$ cat config.mk
export PLATFORM = sky130hd
export DESIGN_NAME = can_bit_timing_and_power_modes
export DESIGN_NICKNAME = d
export VERILOG_FILES = /design/src/shared/can_timing_pkg.sv /design/src/can_bit_timing_and_power_modes.sv
export SDC_FILE = /design/constraint.sdc
export NUM_CORES = 1
export LEC_CHECK = 0
export BUFFER_PORTS_ARGS = -buffer_cell sky130_fd_sc_hd__buf_2
export CORE_MARGIN = 1.5
export CORE_UTILIZATION = 40
export CTS_CLUSTER_SIZE = 30
export DETAILED_ROUTE_END_ITERATION = 8
export GPL_ROUTABILITY_DRIVEN = 0
export PLACE_DENSITY = 0.65
export SKIP_LAST_GASP = 1
export SLEW_MARGIN = 5
export SYNTH_ARGS = -nofsm -noshare
export SYNTH_HDL_FRONTEND = slang
export SYNTH_SLANG_ARGS = --single-unit
$ cat constraint.sdc
create_clock -name i_ref_clk -period 3.2 [get_ports i_ref_clk]
set_clock_uncertainty 0.2 [all_clocks]
set_input_delay 0.48 -clock i_ref_clk [delete_from_list [all_inputs] [get_ports i_ref_clk]]
set_output_delay 0.48 -clock i_ref_clk [all_outputs]
set_load 0.005 [all_outputs]
$ cat src/shared/can_timing_pkg.sv
// Constants, register map and carrier types for the CAN bit timing and power mode block
package can_timing_pkg;

	// =====================================================================
	// Register byte offsets
	localparam logic [11:0] bit_timing_reg_a_off = 12'h000;
	localparam logic [11:0] bit_timing_reg_b_off = 12'h004;
	localparam logic [11:0] control_reg_a_off = 12'h008;
	localparam logic [11:0] status_reg_off = 12'h00c;

	// =====================================================================
	// Field positions: bit_timing_reg_a
	localparam int prescale_lsb = 0;
	localparam int prescale_w = 6;
	localparam int jump_width_lsb = 6;
	localparam int jump_width_w = 2;
	// Field positions: bit_timing_reg_b
	localparam int seg1_lsb = 0;
	localparam int seg1_w = 4;
	localparam int seg2_lsb = 4;
	localparam int seg2_w = 3;
	localparam int three_samp_bit = 7;
	// Field positions: control_reg_a
	localparam int sleep_req_pos = 0;
	localparam int wakeup_en_pos = 1;
	localparam int stop_in_wait_pos = 2;
	localparam int listen_only_pos = 3;
	localparam int wakeup_irq_en_pos = 4;
	localparam int module_enable_pos = 5;
	// Field positions: status register
	localparam int sleep_ack_pos = 0;
	localparam int power_down_pos = 1;
	localparam int disabled_pos = 2;
	localparam int wakeup_irq_pos = 3;
	localparam int sample_pos = 4;

	// =====================================================================
	// Reset values
	localparam logic [7:0] btr_a_rst = 8'h00;
	localparam logic [7:0] btr_b_rst = 8'h23;
	localparam logic [5:0] ctl_rst = 6'h00;

	// =====================================================================
	// Timing
	localparam int sync_seg_tq = 1;
	localparam int sleep_sync_cycles = 3;
	localparam logic [1:0] sleep_sync_last = 2'(sleep_sync_cycles - 1);
	localparam int idle_recessive_bits = 11;
	localparam logic [3:0] idle_last = 4'(idle_recessive_bits - 1);

	// =====================================================================
	// Types
	typedef enum logic [2:0] {
		st_normal = 3'b000,
		st_sleep_sync = 3'b001,
		st_sleep_wait = 3'b010,
		st_sleep = 3'b011,
		st_power_down = 3'b100,
		st_disabled = 3'b101
	} pwr_state_type;

	typedef enum logic [1:0] {
		seg_sync = 2'b00,
		seg_one = 2'b01,
		seg_two = 2'b10
	} seg_type;

	typedef enum logic [1:0] {
		cpu_run = 2'b00,
		cpu_wait = 2'b01,
		cpu_stop = 2'b10
	} cpu_mode_type;

	typedef struct packed {
		logic [5:0] prescale;
		logic [1:0] jump_width_field;
		logic three_samp;
		logic [2:0] seg2_len_field;
		logic [3:0] seg1_len_field;
	} timing_type;

	typedef struct packed {
		logic module_enable_bit;
		logic wakeup_irq_enable_bit;
		logic listen_only;
		logic stop_in_wait_bit;
		logic wakeup_enable_bit;
		logic sleep_request_bit;
	} control_type;

endpackage : can_timing_pkg

$ cat src/can_bit_timing_and_power_modes.sv
// CAN bit timing generator with listen-only and power mode control behind an APB slave
// =====================================================================
// Behaviour
// - Quantum clock is the protocol clock divided by a programmable prescaler.
// - Sync segment is always exactly one quantum; edges expected there.
// - Segment one is programmable from 4 to 16 quanta.
// - Segment two is programmable from 2 to 8 quanta.
// - Transmit data is driven onto the bus at the transmit point.
// - Bus sampled at sample point; with three samples it marks the third.
// - Jump width programmable from 1 to 4 quanta.
// - Each timing field holds length minus one; jump width field at most 3.
// - Behaviour does not depend on system operating mode; here stop mode, or wait mode with stop-in-wait, forces power-down.
// - Listen-only receives frames, drives only recessive, never starts transmission.
// - Listen-only dominant bits are looped back internally, bus stays recessive.
// - Module enable low stops all controller clocks.
// - Sleep stops all clocks except register access clocks.
// - Power-down stops all clocks.
// - Stop mode forces power-down; run mode offers only sleep.
// - Wait mode with stop-in-wait powers down; leaving restarts into normal.
// - Wake-up interrupt only when sleeping, wake-up enabled and its enable set.
// - Sleep entered after a sync delay once bus activity permits.
// - Pending transmit buffers are emptied before sleep is entered.
// - A reception in progress finishes; sleep at next bus idle.
// - With no activity, sleep is entered right after the sync delay.
// - Sleep acknowledge set with request while sleeping; software handshakes on it.
//
// Register access over APB and the placing of the registers were decided locally.
`timescale 1ns/1ps

module can_bit_timing_and_power_modes (
	// Clock and reset
	input wire logic i_ref_clk,
	input wire logic i_arst_n,
	// APB slave
	input wire logic i_psel,
	input wire logic i_penable,
	input wire logic i_pwrite,
	input wire logic [11:0] i_paddr,
	input wire logic [31:0] i_pwdata,
	output logic o_pready,
	output logic [31:0] o_prdata,
	output logic o_pslverr,
	// System and protocol side
	input wire can_timing_pkg::cpu_mode_type i_cpu_mode,
	input wire logic [2:0] i_tx_buffer_empty_flag,
	input wire logic i_rx_busy,
	input wire logic i_tx_bit,
	input wire logic i_mac_dominant,
	// Bus pins
	input wire logic i_can_rx,
	output logic o_can_tx,
	// Protocol engine controls
	output logic o_tq_tick,
	output logic o_sample_strobe,
	output logic o_tx_point,
	output logic o_rx_bit,
	output logic o_tx_start_allowed,
	output logic o_engine_clk_en,
	output logic o_reg_clk_en,
	output logic [2:0] o_jump_width_tq,
	output logic o_wakeup_irq
);
	import can_timing_pkg::*;

	// =====================================================================
	// Registers
	timing_type timing_reg, timing_next;
	control_type ctl_reg, ctl_next;
	logic enable_locked_reg, enable_locked_next;
	pwr_state_type pwr_reg, pwr_next;
	logic [1:0] sync_cnt_reg, sync_cnt_next;
	logic [3:0] idle_cnt_reg, idle_cnt_next;
	logic [5:0] pre_cnt_reg, pre_cnt_next;
	seg_type seg_reg, seg_next;
	logic [3:0] seg_cnt_reg, seg_cnt_next;
	logic [2:0] samp_hist_reg, samp_hist_next;
	logic rx_bit_reg, rx_bit_next;
	logic tx_reg, tx_next;
	logic [31:0] rdata_reg, rdata_next;

	logic wr_en, rd_en, tq, sample_pt, tx_pt, running, bus_rx, sleep_ack;
	logic [3:0] seg1_last, seg2_last;

	// Length minus one to last count index, shared by both segments
	function automatic logic [3:0] seg_last(input logic [3:0] field);
		seg_last = field;
	endfunction : seg_last

	function automatic logic majority(input logic [2:0] v);
		majority = (v[0] & v[1]) | (v[0] & v[2]) | (v[1] & v[2]);
	endfunction : majority

	// =====================================================================
	// APB decode; zero wait states
	assign wr_en = i_psel & i_penable & i_pwrite;
	assign rd_en = i_psel & ~i_penable & ~i_pwrite;
	assign o_pready = 1'b1;
	assign o_pslverr = 1'b0;
	assign o_prdata = rdata_reg;

	// Timing fields: 4 bits covers 1..16, 3 bits 1..8, 2 bits 1..4 quanta
	assign seg1_last = seg_last(timing_reg.seg1_len_field);
	assign seg2_last = seg_last({1'b0, timing_reg.seg2_len_field});
	assign o_jump_width_tq = {1'b0, timing_reg.jump_width_field} + 3'h1;

	assign sleep_ack = (pwr_reg == st_sleep);

	always_comb begin
		timing_next = timing_reg;
		ctl_next = ctl_reg;
		enable_locked_next = enable_locked_reg;
		rdata_next = rdata_reg;
		// Timing is frozen while the protocol engine is live, so bits never stretch mid-frame
		if (wr_en && i_paddr == bit_timing_reg_a_off && !running) begin
			timing_next.prescale = i_pwdata[prescale_lsb +: prescale_w];
			timing_next.jump_width_field = i_pwdata[jump_width_lsb +: jump_width_w];
		end
		if (wr_en && i_paddr == bit_timing_reg_b_off && !running) begin
			timing_next.seg1_len_field = i_pwdata[seg1_lsb +: seg1_w];
			timing_next.seg2_len_field = i_pwdata[seg2_lsb +: seg2_w];
			timing_next.three_samp = i_pwdata[three_samp_bit];
		end
		if (wr_en && i_paddr == control_reg_a_off) begin
			ctl_next.wakeup_enable_bit = i_pwdata[wakeup_en_pos];
			ctl_next.stop_in_wait_bit = i_pwdata[stop_in_wait_pos];
			ctl_next.listen_only = i_pwdata[listen_only_pos];
			ctl_next.wakeup_irq_enable_bit = i_pwdata[wakeup_irq_en_pos];
			// Request may only be dropped in normal mode or once sleep is acknowledged
			if (i_pwdata[sleep_req_pos] || sleep_ack || pwr_reg == st_normal)
				ctl_next.sleep_request_bit = i_pwdata[sleep_req_pos];
			// Enable is write-once to guard against accidental disable
			if (!enable_locked_reg) begin
				ctl_next.module_enable_bit = i_pwdata[module_enable_pos];
				enable_locked_next = 1'b1;
			end
		end
		// Bus activity wake-up clears the request
		if (pwr_reg == st_sleep && ctl_reg.wakeup_enable_bit && !i_can_rx)
			ctl_next.sleep_request_bit = 1'b0;
		if (rd_en) begin
			rdata_next = 32'h0000_0000;
			unique case (i_paddr)
				bit_timing_reg_a_off: rdata_next[7:0] = {timing_reg.jump_width_field, timing_reg.prescale};
				bit_timing_reg_b_off: rdata_next[7:0] = {timing_reg.three_samp, timing_reg.seg2_len_field,
					timing_reg.seg1_len_field};
				control_reg_a_off: rdata_next[5:0] = ctl_reg;
				status_reg_off: begin
					rdata_next[sleep_ack_pos] = sleep_ack;
					rdata_next[power_down_pos] = (pwr_reg == st_power_down);
					rdata_next[disabled_pos] = (pwr_reg == st_disabled);
					rdata_next[wakeup_irq_pos] = o_wakeup_irq;
					rdata_next[sample_pos] = rx_bit_reg;
				end
				default: rdata_next = 32'h0000_0000;
			endcase
		end
	end

	always_ff @(posedge i_ref_clk or negedge i_arst_n) begin
		if (!i_arst_n) begin
			timing_reg <= timing_type'({btr_a_rst[5:0], btr_a_rst[7:6], btr_b_rst});
			ctl_reg <= control_type'(ctl_rst);
			enable_locked_reg <= 1'b0;
			rdata_reg <= 32'h0000_0000;
		end else begin
			timing_reg <= timing_next;
			ctl_reg <= ctl_next;
			enable_locked_reg <= enable_locked_next;
			rdata_reg <= rdata_next;
		end
	end

	// =====================================================================
	// Power mode arbitration; stop mode, or wait mode with stop-in-wait, forces power-down
	always_comb begin
		pwr_next = pwr_reg;
		sync_cnt_next = sync_cnt_reg;
		if (!ctl_reg.module_enable_bit) begin
			pwr_next = st_disabled;
		end else if (i_cpu_mode == cpu_stop ||
			(i_cpu_mode == cpu_wait && ctl_reg.stop_in_wait_bit)) begin
			pwr_next = st_power_down;
		end else begin
			unique case (pwr_reg)
				st_normal: begin
					sync_cnt_next = 2'h0;
					if (ctl_reg.sleep_request_bit)
						pwr_next = st_sleep_sync;
				end
				st_sleep_sync: begin
					sync_cnt_next = sync_cnt_reg + 2'h1;
					if (sync_cnt_reg == sleep_sync_last)
						pwr_next = st_sleep_wait;
				end
				st_sleep_wait: begin
					// Transmit drained, no reception busy and bus idle must all hold in the same cycle
					if (&i_tx_buffer_empty_flag && !i_rx_busy && idle_cnt_reg == idle_last)
						pwr_next = st_sleep;
				end
				st_sleep: begin
					if (!ctl_reg.sleep_request_bit)
						pwr_next = st_normal;
				end
				// Leaving power-down or disable restarts the engine in normal mode
				st_power_down: pwr_next = st_normal;
				st_disabled: pwr_next = st_normal;
				default: pwr_next = st_normal;
			endcase
		end
	end

	always_ff @(posedge i_ref_clk or negedge i_arst_n) begin
		if (!i_arst_n) begin
			pwr_reg <= st_disabled;
			sync_cnt_reg <= 2'h0;
		end else begin
			pwr_reg <= pwr_next;
			sync_cnt_reg <= sync_cnt_next;
		end
	end

	// Clock gating requests to the clock tree
	assign running = (pwr_reg == st_normal) || (pwr_reg == st_sleep_sync) || (pwr_reg == st_sleep_wait);
	assign o_engine_clk_en = running;
	assign o_reg_clk_en = (pwr_reg != st_power_down) && (pwr_reg != st_disabled);
	assign o_wakeup_irq = sleep_ack && ctl_reg.sleep_request_bit && ctl_reg.wakeup_enable_bit &&
		ctl_reg.wakeup_irq_enable_bit && !i_can_rx;

	// =====================================================================
	// Bit timing
	assign tq = running && (pre_cnt_reg == timing_reg.prescale);
	assign tx_pt = tq && (seg_reg == seg_sync);
	assign sample_pt = tq && (seg_reg == seg_one) && (seg_cnt_reg == seg1_last);
	assign o_tq_tick = tq;
	assign o_tx_point = tx_pt;
	assign o_sample_strobe = sample_pt;

	// Listen-only loops dominant bits back internally
	assign bus_rx = i_can_rx & ~(ctl_reg.listen_only & i_mac_dominant);
	assign o_tx_start_allowed = running && !ctl_reg.listen_only;

	always_comb begin
		pre_cnt_next = tq ? 6'h00 : pre_cnt_reg + 6'h01;
		seg_next = seg_reg;
		seg_cnt_next = seg_cnt_reg;
		samp_hist_next = samp_hist_reg;
		rx_bit_next = rx_bit_reg;
		tx_next = tx_reg;
		idle_cnt_next = idle_cnt_reg;
		if (!running) begin
			pre_cnt_next = 6'h00;
			seg_next = seg_sync;
			seg_cnt_next = 4'h0;
			tx_next = 1'b1;
		end else if (tq) begin
			seg_cnt_next = seg_cnt_reg + 4'h1;
			samp_hist_next = {samp_hist_reg[1:0], bus_rx};
			unique case (seg_reg)
				seg_sync: begin
					seg_next = seg_one;
					seg_cnt_next = 4'h0;
				end
				seg_one: begin
					if (seg_cnt_reg == seg1_last) begin
						seg_next = seg_two;
						seg_cnt_next = 4'h0;
						// Third sample taken here; two earlier quanta vote with it
						rx_bit_next = timing_reg.three_samp ? majority({samp_hist_reg[1:0], bus_rx})
							: bus_rx;
						idle_cnt_next = (bus_rx && idle_cnt_reg != idle_last) ? idle_cnt_reg + 4'h1
							: (bus_rx ? idle_cnt_reg : 4'h0);
					end
				end
				seg_two: begin
					if (seg_cnt_reg == seg2_last)
						seg_next = seg_sync;
				end
				default: seg_next = seg_sync;
			endcase
			if (tx_pt)
				tx_next = ctl_reg.listen_only ? 1'b1 : i_tx_bit;
		end
		// Pin goes recessive right away, not at the next transmit point
		if (ctl_reg.listen_only)
			tx_next = 1'b1;
	end

	always_ff @(posedge i_ref_clk or negedge i_arst_n) begin
		if (!i_arst_n) begin
			pre_cnt_reg <= 6'h00;
			seg_reg <= seg_sync;
			seg_cnt_reg <= 4'h0;
			samp_hist_reg <= 3'h7;
			rx_bit_reg <= 1'b1;
			tx_reg <= 1'b1;
			idle_cnt_reg <= 4'h0;
		end else begin
			pre_cnt_reg <= pre_cnt_next;
			seg_reg <= seg_next;
			seg_cnt_reg <= seg_cnt_next;
			samp_hist_reg <= samp_hist_next;
			rx_bit_reg <= rx_bit_next;
			tx_reg <= tx_next;
			idle_cnt_reg <= idle_cnt_next;
		end
	end

	assign o_can_tx = tx_reg;
	assign o_rx_bit = rx_bit_reg;

endmodule : can_bit_timing_and_power_modes

# Word level (Yosys, flattened, before mapping)
# Index checks and enable logic that the tools add are counted.
# word_totals
ram_bits,0
reg_bits,56
elab_cells,151
inputBits,58
mem_count,0
romBits,0
latchBits,0
# op_classes
div_mod_pow,0
n_lt_le_gt_ge,0
shifts,0
add_sub_neg,5
mul,0
reduce_logical,46
n_mux,32
bitwise_logic,16
n_eq_ne,30
# ops
op,count
$eq A12 B4 Y1 const B,2
$logic_and A1 B1 Y1,21
$mux W4,5
$pmux W5 S4,1
$mux W3,6
$ne A3 B3 Y1 const B,5
$eq A12 B3 Y1 const B,1
$logic_not A12 Y1,1
$mux W6,2
$ne A4 B4 Y1 const B,3
$pmux W3 S4,1
$and A1 B1 Y1,9
$reduce_and A3 Y1,3
$add A4 B1 Y4 const B,2
$mux W1,8
$mux W2,4
$ne A4 B3 Y1 const B,2
$pmux W2 S2,2
$pmux W4 S2,1
$reduce_and A2 Y1,4
$reduce_and A4 Y1,2
$add A6 B1 Y6 const B,1
$eq A2 B2 Y1 const B,3
$eq A3 B2 Y1 const B,2
other kinds (22),38

# Longest topological paths before layout
# depth
depth_word,9
mapped_depth,8

# Least setup slack after synthesis
# OpenSTA, ideal clock, no wires.
# synth_timing
path_kind,input port to flip-flop
startpoint,in i_paddr[7]
endpoint,"reg timing_reg, in the netlist seg1_last[2]"
required_ns,2.875
setup_slack_ns,0.730
stages,6
path_buffers,1
arrival_time_ns,2.145
setup_ns,0.125
path_cell_list,nor4_2 nand3_2 or4_4 or2_1 buf_6 mux2_4
# synth_via
elab_chain_len,3
# synth_lines
element,line_no,text
start: declaration,can_bit_timing_and_power_modes.sv:38,"input wire logic [11:0] i_paddr,"
$eq A12 B3 Y1,can_bit_timing_and_power_modes.sv:118,if (wr_en && i_paddr == bit_timing_reg_b_off && !running) begin
$logic_and A1 B1 Y1 (2 in a row),can_bit_timing_and_power_modes.sv:118,
end signal: assignment,can_bit_timing_and_power_modes.sv:161,"timing_reg <= timing_type'({btr_a_rst[5:0], btr_a_rst[7:6], btr_b_rst});"
end signal: assignment,can_bit_timing_and_power_modes.sv:166,timing_reg <= timing_next;
end: declaration,can_bit_timing_and_power_modes.sv:67,"timing_type timing_reg, timing_next;"
# No other way between the ends.
# A chain may end at the register's enable or synchronous reset.

# Worst setup path in the final report
# layout_timing
startpoint,reg seg_cnt_reg[2]
endpoint,out o_sample_strobe
# layout_via
elab_chain_len,2
# layout_lines
element,line_no,text
start: declaration,can_bit_timing_and_power_modes.sv:75,"logic [3:0] seg_cnt_reg, seg_cnt_next;"
start signal: assignment,can_bit_timing_and_power_modes.sv:300,seg_cnt_reg <= seg_cnt_next;
$eq A4 B4 Y1,can_bit_timing_and_power_modes.sv:233,assign sample_pt = tq && (seg_reg == seg_one) && (seg_cnt_reg == seg1_last);
$logic_and A1 B1 Y1,can_bit_timing_and_power_modes.sv:233,
end: declaration,can_bit_timing_and_power_modes.sv:54,"output logic o_sample_strobe,"
# No other way between the ends.

==> results by stage <==
Pwr:
- The ratio of total power to cell area is approximately 330 nW/um^2.
- Across the VDD grid, the largest voltage drop is 0.000145 V.
- The leakage component of the power is 0.00178 uW.
- The sum of internal, switching and leakage power is 1180 uW.

Detailed routing:
- Summing over every cut layer, the via total after detailed routing is 2321.
- The final layout contains routed wiring with a total length of about 6700 um.
- The per-cell routed wire length is ~15 um.
- For this run, the detailed router's first-pass iteration total came to 4.
- After the first detailed-routing iteration, the DRC count stood at 123.
- The post-route DRC violation count is 0.
- The remaining number of nets flagged by the antenna check after routing is 0.
- In the routed layout, each cell is associated on average with a via count of 5.07.

Worst setup path:
- Counting both buffers and inverters, the worst setup path holds a total of 2.
- The slowest stage cell on the critical path is or4_1.
- Walking the worst path, the cells encountered are xor2_1, or4_1, nor3b_1, buf_4, and2_1, buf_2.
- In this run the worst path has a maximum fanout of 6.
- The path type of the worst setup path is reg -> out.
- The kind of start point of the critical path is a flip-flop.
- The critical path ends at o_sample_strobe.
- The kind of end point of the critical path is an output port.
- The end of the worst register-to-register path is seg1_last[2]$_DFFE_PN0P_.
- At the worst endpoint, the arrival time is 2.21 ns.
- In this run the worst setup path begins at seg_cnt_reg[2]$_DFFE_PN0P_.
- The largest incremental delay on the critical path is 0.56 ns.
- The worst-case register-to-register setup slack is 0.60 ns.
- The critical path runs through a total of 6 cells.
- In this run the critical register-to-register path is launched from pwr_reg[0]$_DFFE_PN1P_.
- Data on the critical path is required at its endpoint by 2.52 ns.
- The top cell family by delay on the critical path is simple AND/OR/NAND/NOR gates.
- Counting cells, the worst reg-to-reg path comes to 6.

STA:
- Setup violations remaining at the end of the flow were counted as 0.
- The post-layout minimum cycle time is roughly 2.9 ns.
- The max-slew violation total from the final report is 0.
- The setup total negative slack is 0 ns.
- The number of hold violations in the final report is 0.
- The post-route worst hold slack is ~0.095 ns.
- In the finished design, the share of the clock period the worst path needs comes to ~90%.
- For the pin with the worst max-slew slack, the measured transition is approximately 0.97 ns.
- The achievable frequency is 0.346 GHz.
- The worst pin sits at a relative slew slack of approximately a third.
- Setup repair after global routing left no endpoint under its margin.

Min path:
- In this run the worst hold path is classified as in -> async.

Synth:
- The number of enable flip-flop cells after synthesis is 0.
- Averaged over all synthesized cells, the footprint is 10.6 um^2.
- Synthesis produced 302 cells.
- Counting flops with an async set or reset pin after synthesis yields a share of 100%.
- Sorting the synthesized cells by how often they occur yields 47 x dfrtp_1, 26 x buf_4, 26 x nand2_1.
- After synthesis, the netlist uses 53 different library cells.
- The most used flip-flop cell after synthesis is dfrtp_1.
- After synthesis the cells add up to 3210 um^2.
- By area the synthesized netlist is led by dfrtp_1 37%, dfstp_2 7.4%, buf_4 6.1%.
- For this run, the register share of the synthesized area comes to 44.0%.
- The top cell type by area accounts for between 30% and 40% of the synthesized area.
- The cell taking the most area after synthesis is dfrtp_1.
- Among all cell types in the netlist, the one instantiated most often is dfrtp_1.
- The number of warnings reported in the yosys synthesis log is 0.
- The count of state elements after synthesis is 56.

Cells and area:
- The number of nets at the end of the flow is 419.
- The number of antenna cells inserted is 0.
- In the final layout, the share of cells above drive strength 1 is 31.2%.
- The final-layout fill cell count is 734.
- The register with the most flip-flops in the layout has 9 of them.
- Cells fill 46.3% of the core in the end.
- In the final layout, the multi-input gates occupy 1610 um^2.
- The area growth from synthesis to layout is 11.5%.
- The post-layout instance area is between 3000 and 4000 um^2.
- The storage element area is 1410 um^2.

Die:
- The initial core utilization is between 40% and 50%.
- The standard cell core area is 7730 um^2.
- The chip height is between 90 and 100 um.
- The die outline width is 92.6 um.
- The count of pins on the block boundary is around 100.
- The placement row count is 32.
- The die outline area is roughly 8600 um^2.

GRT:
- For this run, global-route usage on met3 was measured as 3.37%.
- The global-route congestion overflow total is 0.
- The via count of the first global-routing pass is 2162.
- The first global-routing pass estimated 11000 um of wire.
- Global routing consumed, on the met2 layer, approximately a quarter of the routing resources.
- Global routing consumed, over all layers together, 16.8% of the routing resources.
- The number of antenna violations at the first check in global routing is 0.
- For this run, global-route usage on met1 was measured as 23.4%.
- The layer with the highest usage is met2.
- Entering global routing, the biggest net connects 57 pins.

Clocking:
- For this design, the CTS-stage hold fixing added 0 buffers.
- Clock-pin slew was measured on the worst setup and hold paths at 0.10 ns.
- Gates resized during post-CTS repair numbered 0.
- The clock root buffer master is clkbuf_8.
- Clock latency on the worst-skew pair, taken at its later pin, is 0.32 ns.
- The CTS tree is done.
- The total clock buffers created by CTS is 5.
- The H-tree was split into 2 levels.
- After clock tree synthesis, the setup repair step added 0 buffers.
- The total clock sinks is 56.
- Counting along the longest clock path gives a buffer depth of 2.

Flow run:
- The count of maximum capacitance violations is 0.

Placement:
- The placed instances occupy a cell area of 3490 um^2.
- The HPWL after detailed placement is 5110 um.
- The port buffer count is 53.

Run status:
- The flow ran to the end, and the final reports show no timing, DRC or antenna violations.
==> cells by family (layout without fill, tap and decap cells) <==
family | count (synthesis) | after routing | share of synthesized area (%)
compound gates | 44 | 44 | 9.28
fa+ha+maj | 6 | 6 | 2.34
flops | 56 | 56 | 44.0
xor+xnor | 17 | 17 | 4.64
buf+inv | 46 | 76 | 8.73
simple gates | 98 | 98 | 17.1
mux | 33 | 33 | 13.7
other cells | 2 | 26 | 0.234
==> placed cells by master (no fill, tap or decap), types with 4 or more instances in the layout <==
cell type	netlist	routed
buf_2	2	53
dfrtp_1	47	47
nand2_1	26	26
conb_1	2	26
nor2_1	20	20
mux2_2	15	15
inv_1	10	10
xor2_1	9	9
a21oi_1	9	9
dfstp_2	9	9
xnor2_1	8	8
mux2_4	8	8
o21ai_0	8	8
nand3_1	7	7
o41ai_1	7	7
mux2i_1	6	6
ha_1	6	6
clkbuf_8	0	6
nand2b_1	5	5
buf_4	26	5
nand4_1	4	4
and2_1	4	4
a31oi_1	4	4
mux4_2	4	4
==> cell type report <==
class	count	area share, %
Tap cell	102	3.57
Multi-Input combinational cell	224	44.9
Sequential cell	56	39.5
Timing Repair Buffer	58	8.46
Clock buffer	8	2.52
Inverter	10	1.05
==> worst min path at each step <==
stage / start / endpoint / slack [ns] / cells past startpoint
after CTS: i_arst_n / pwr_reg[1]$_DFFE_PN0P_ / 0.13 / 2
final: i_arst_n / timing_reg[10]$_DFFE_PN0P_ / 0.09 / 2
after detailed placement: o_prdata[7]$_DFFE_PN0P_ / o_prdata[7]$_DFFE_PN0P_ / 0.26 / 2
after floorplan: i_arst_n / ctl_reg[0]$_DFFE_PN0P_ / -0.02 / 0
after global routing: i_arst_n / pre_cnt_reg[2]$_DFF_PN0_ / 0.16 / 2
after global placement: enable_locked_reg$_DFFE_PN0N_ / enable_locked_reg$_DFFE_PN0N_ / 0.25 / 1
==> stage by stage <==
stage / setup slack, ns / instances
2_1_floorplan: 0.730 / 326
3_3_place_gp: 0.364 / 450
3_5_place_dp: 0.371 / 450
4_1_cts: 0.302 / 458
5_1_grt: 0.210 / 458
6_report: 0.310 / 458
==> power by group <==
part / internal, uW / switching [uW]
sequential: 709 / 1.10
combinational: 25.3 / 47.2
clock: 177 / 222
total: 912 / 271
==> routing by layer <==
layer	vias up	part of all wire, %
li1	1131	-
met2	78	46
met3	8	5.6
met1	1104	47
met4	0	1.4
met5	-	0
No activity file was read; power rests on OpenSTA's default activity.
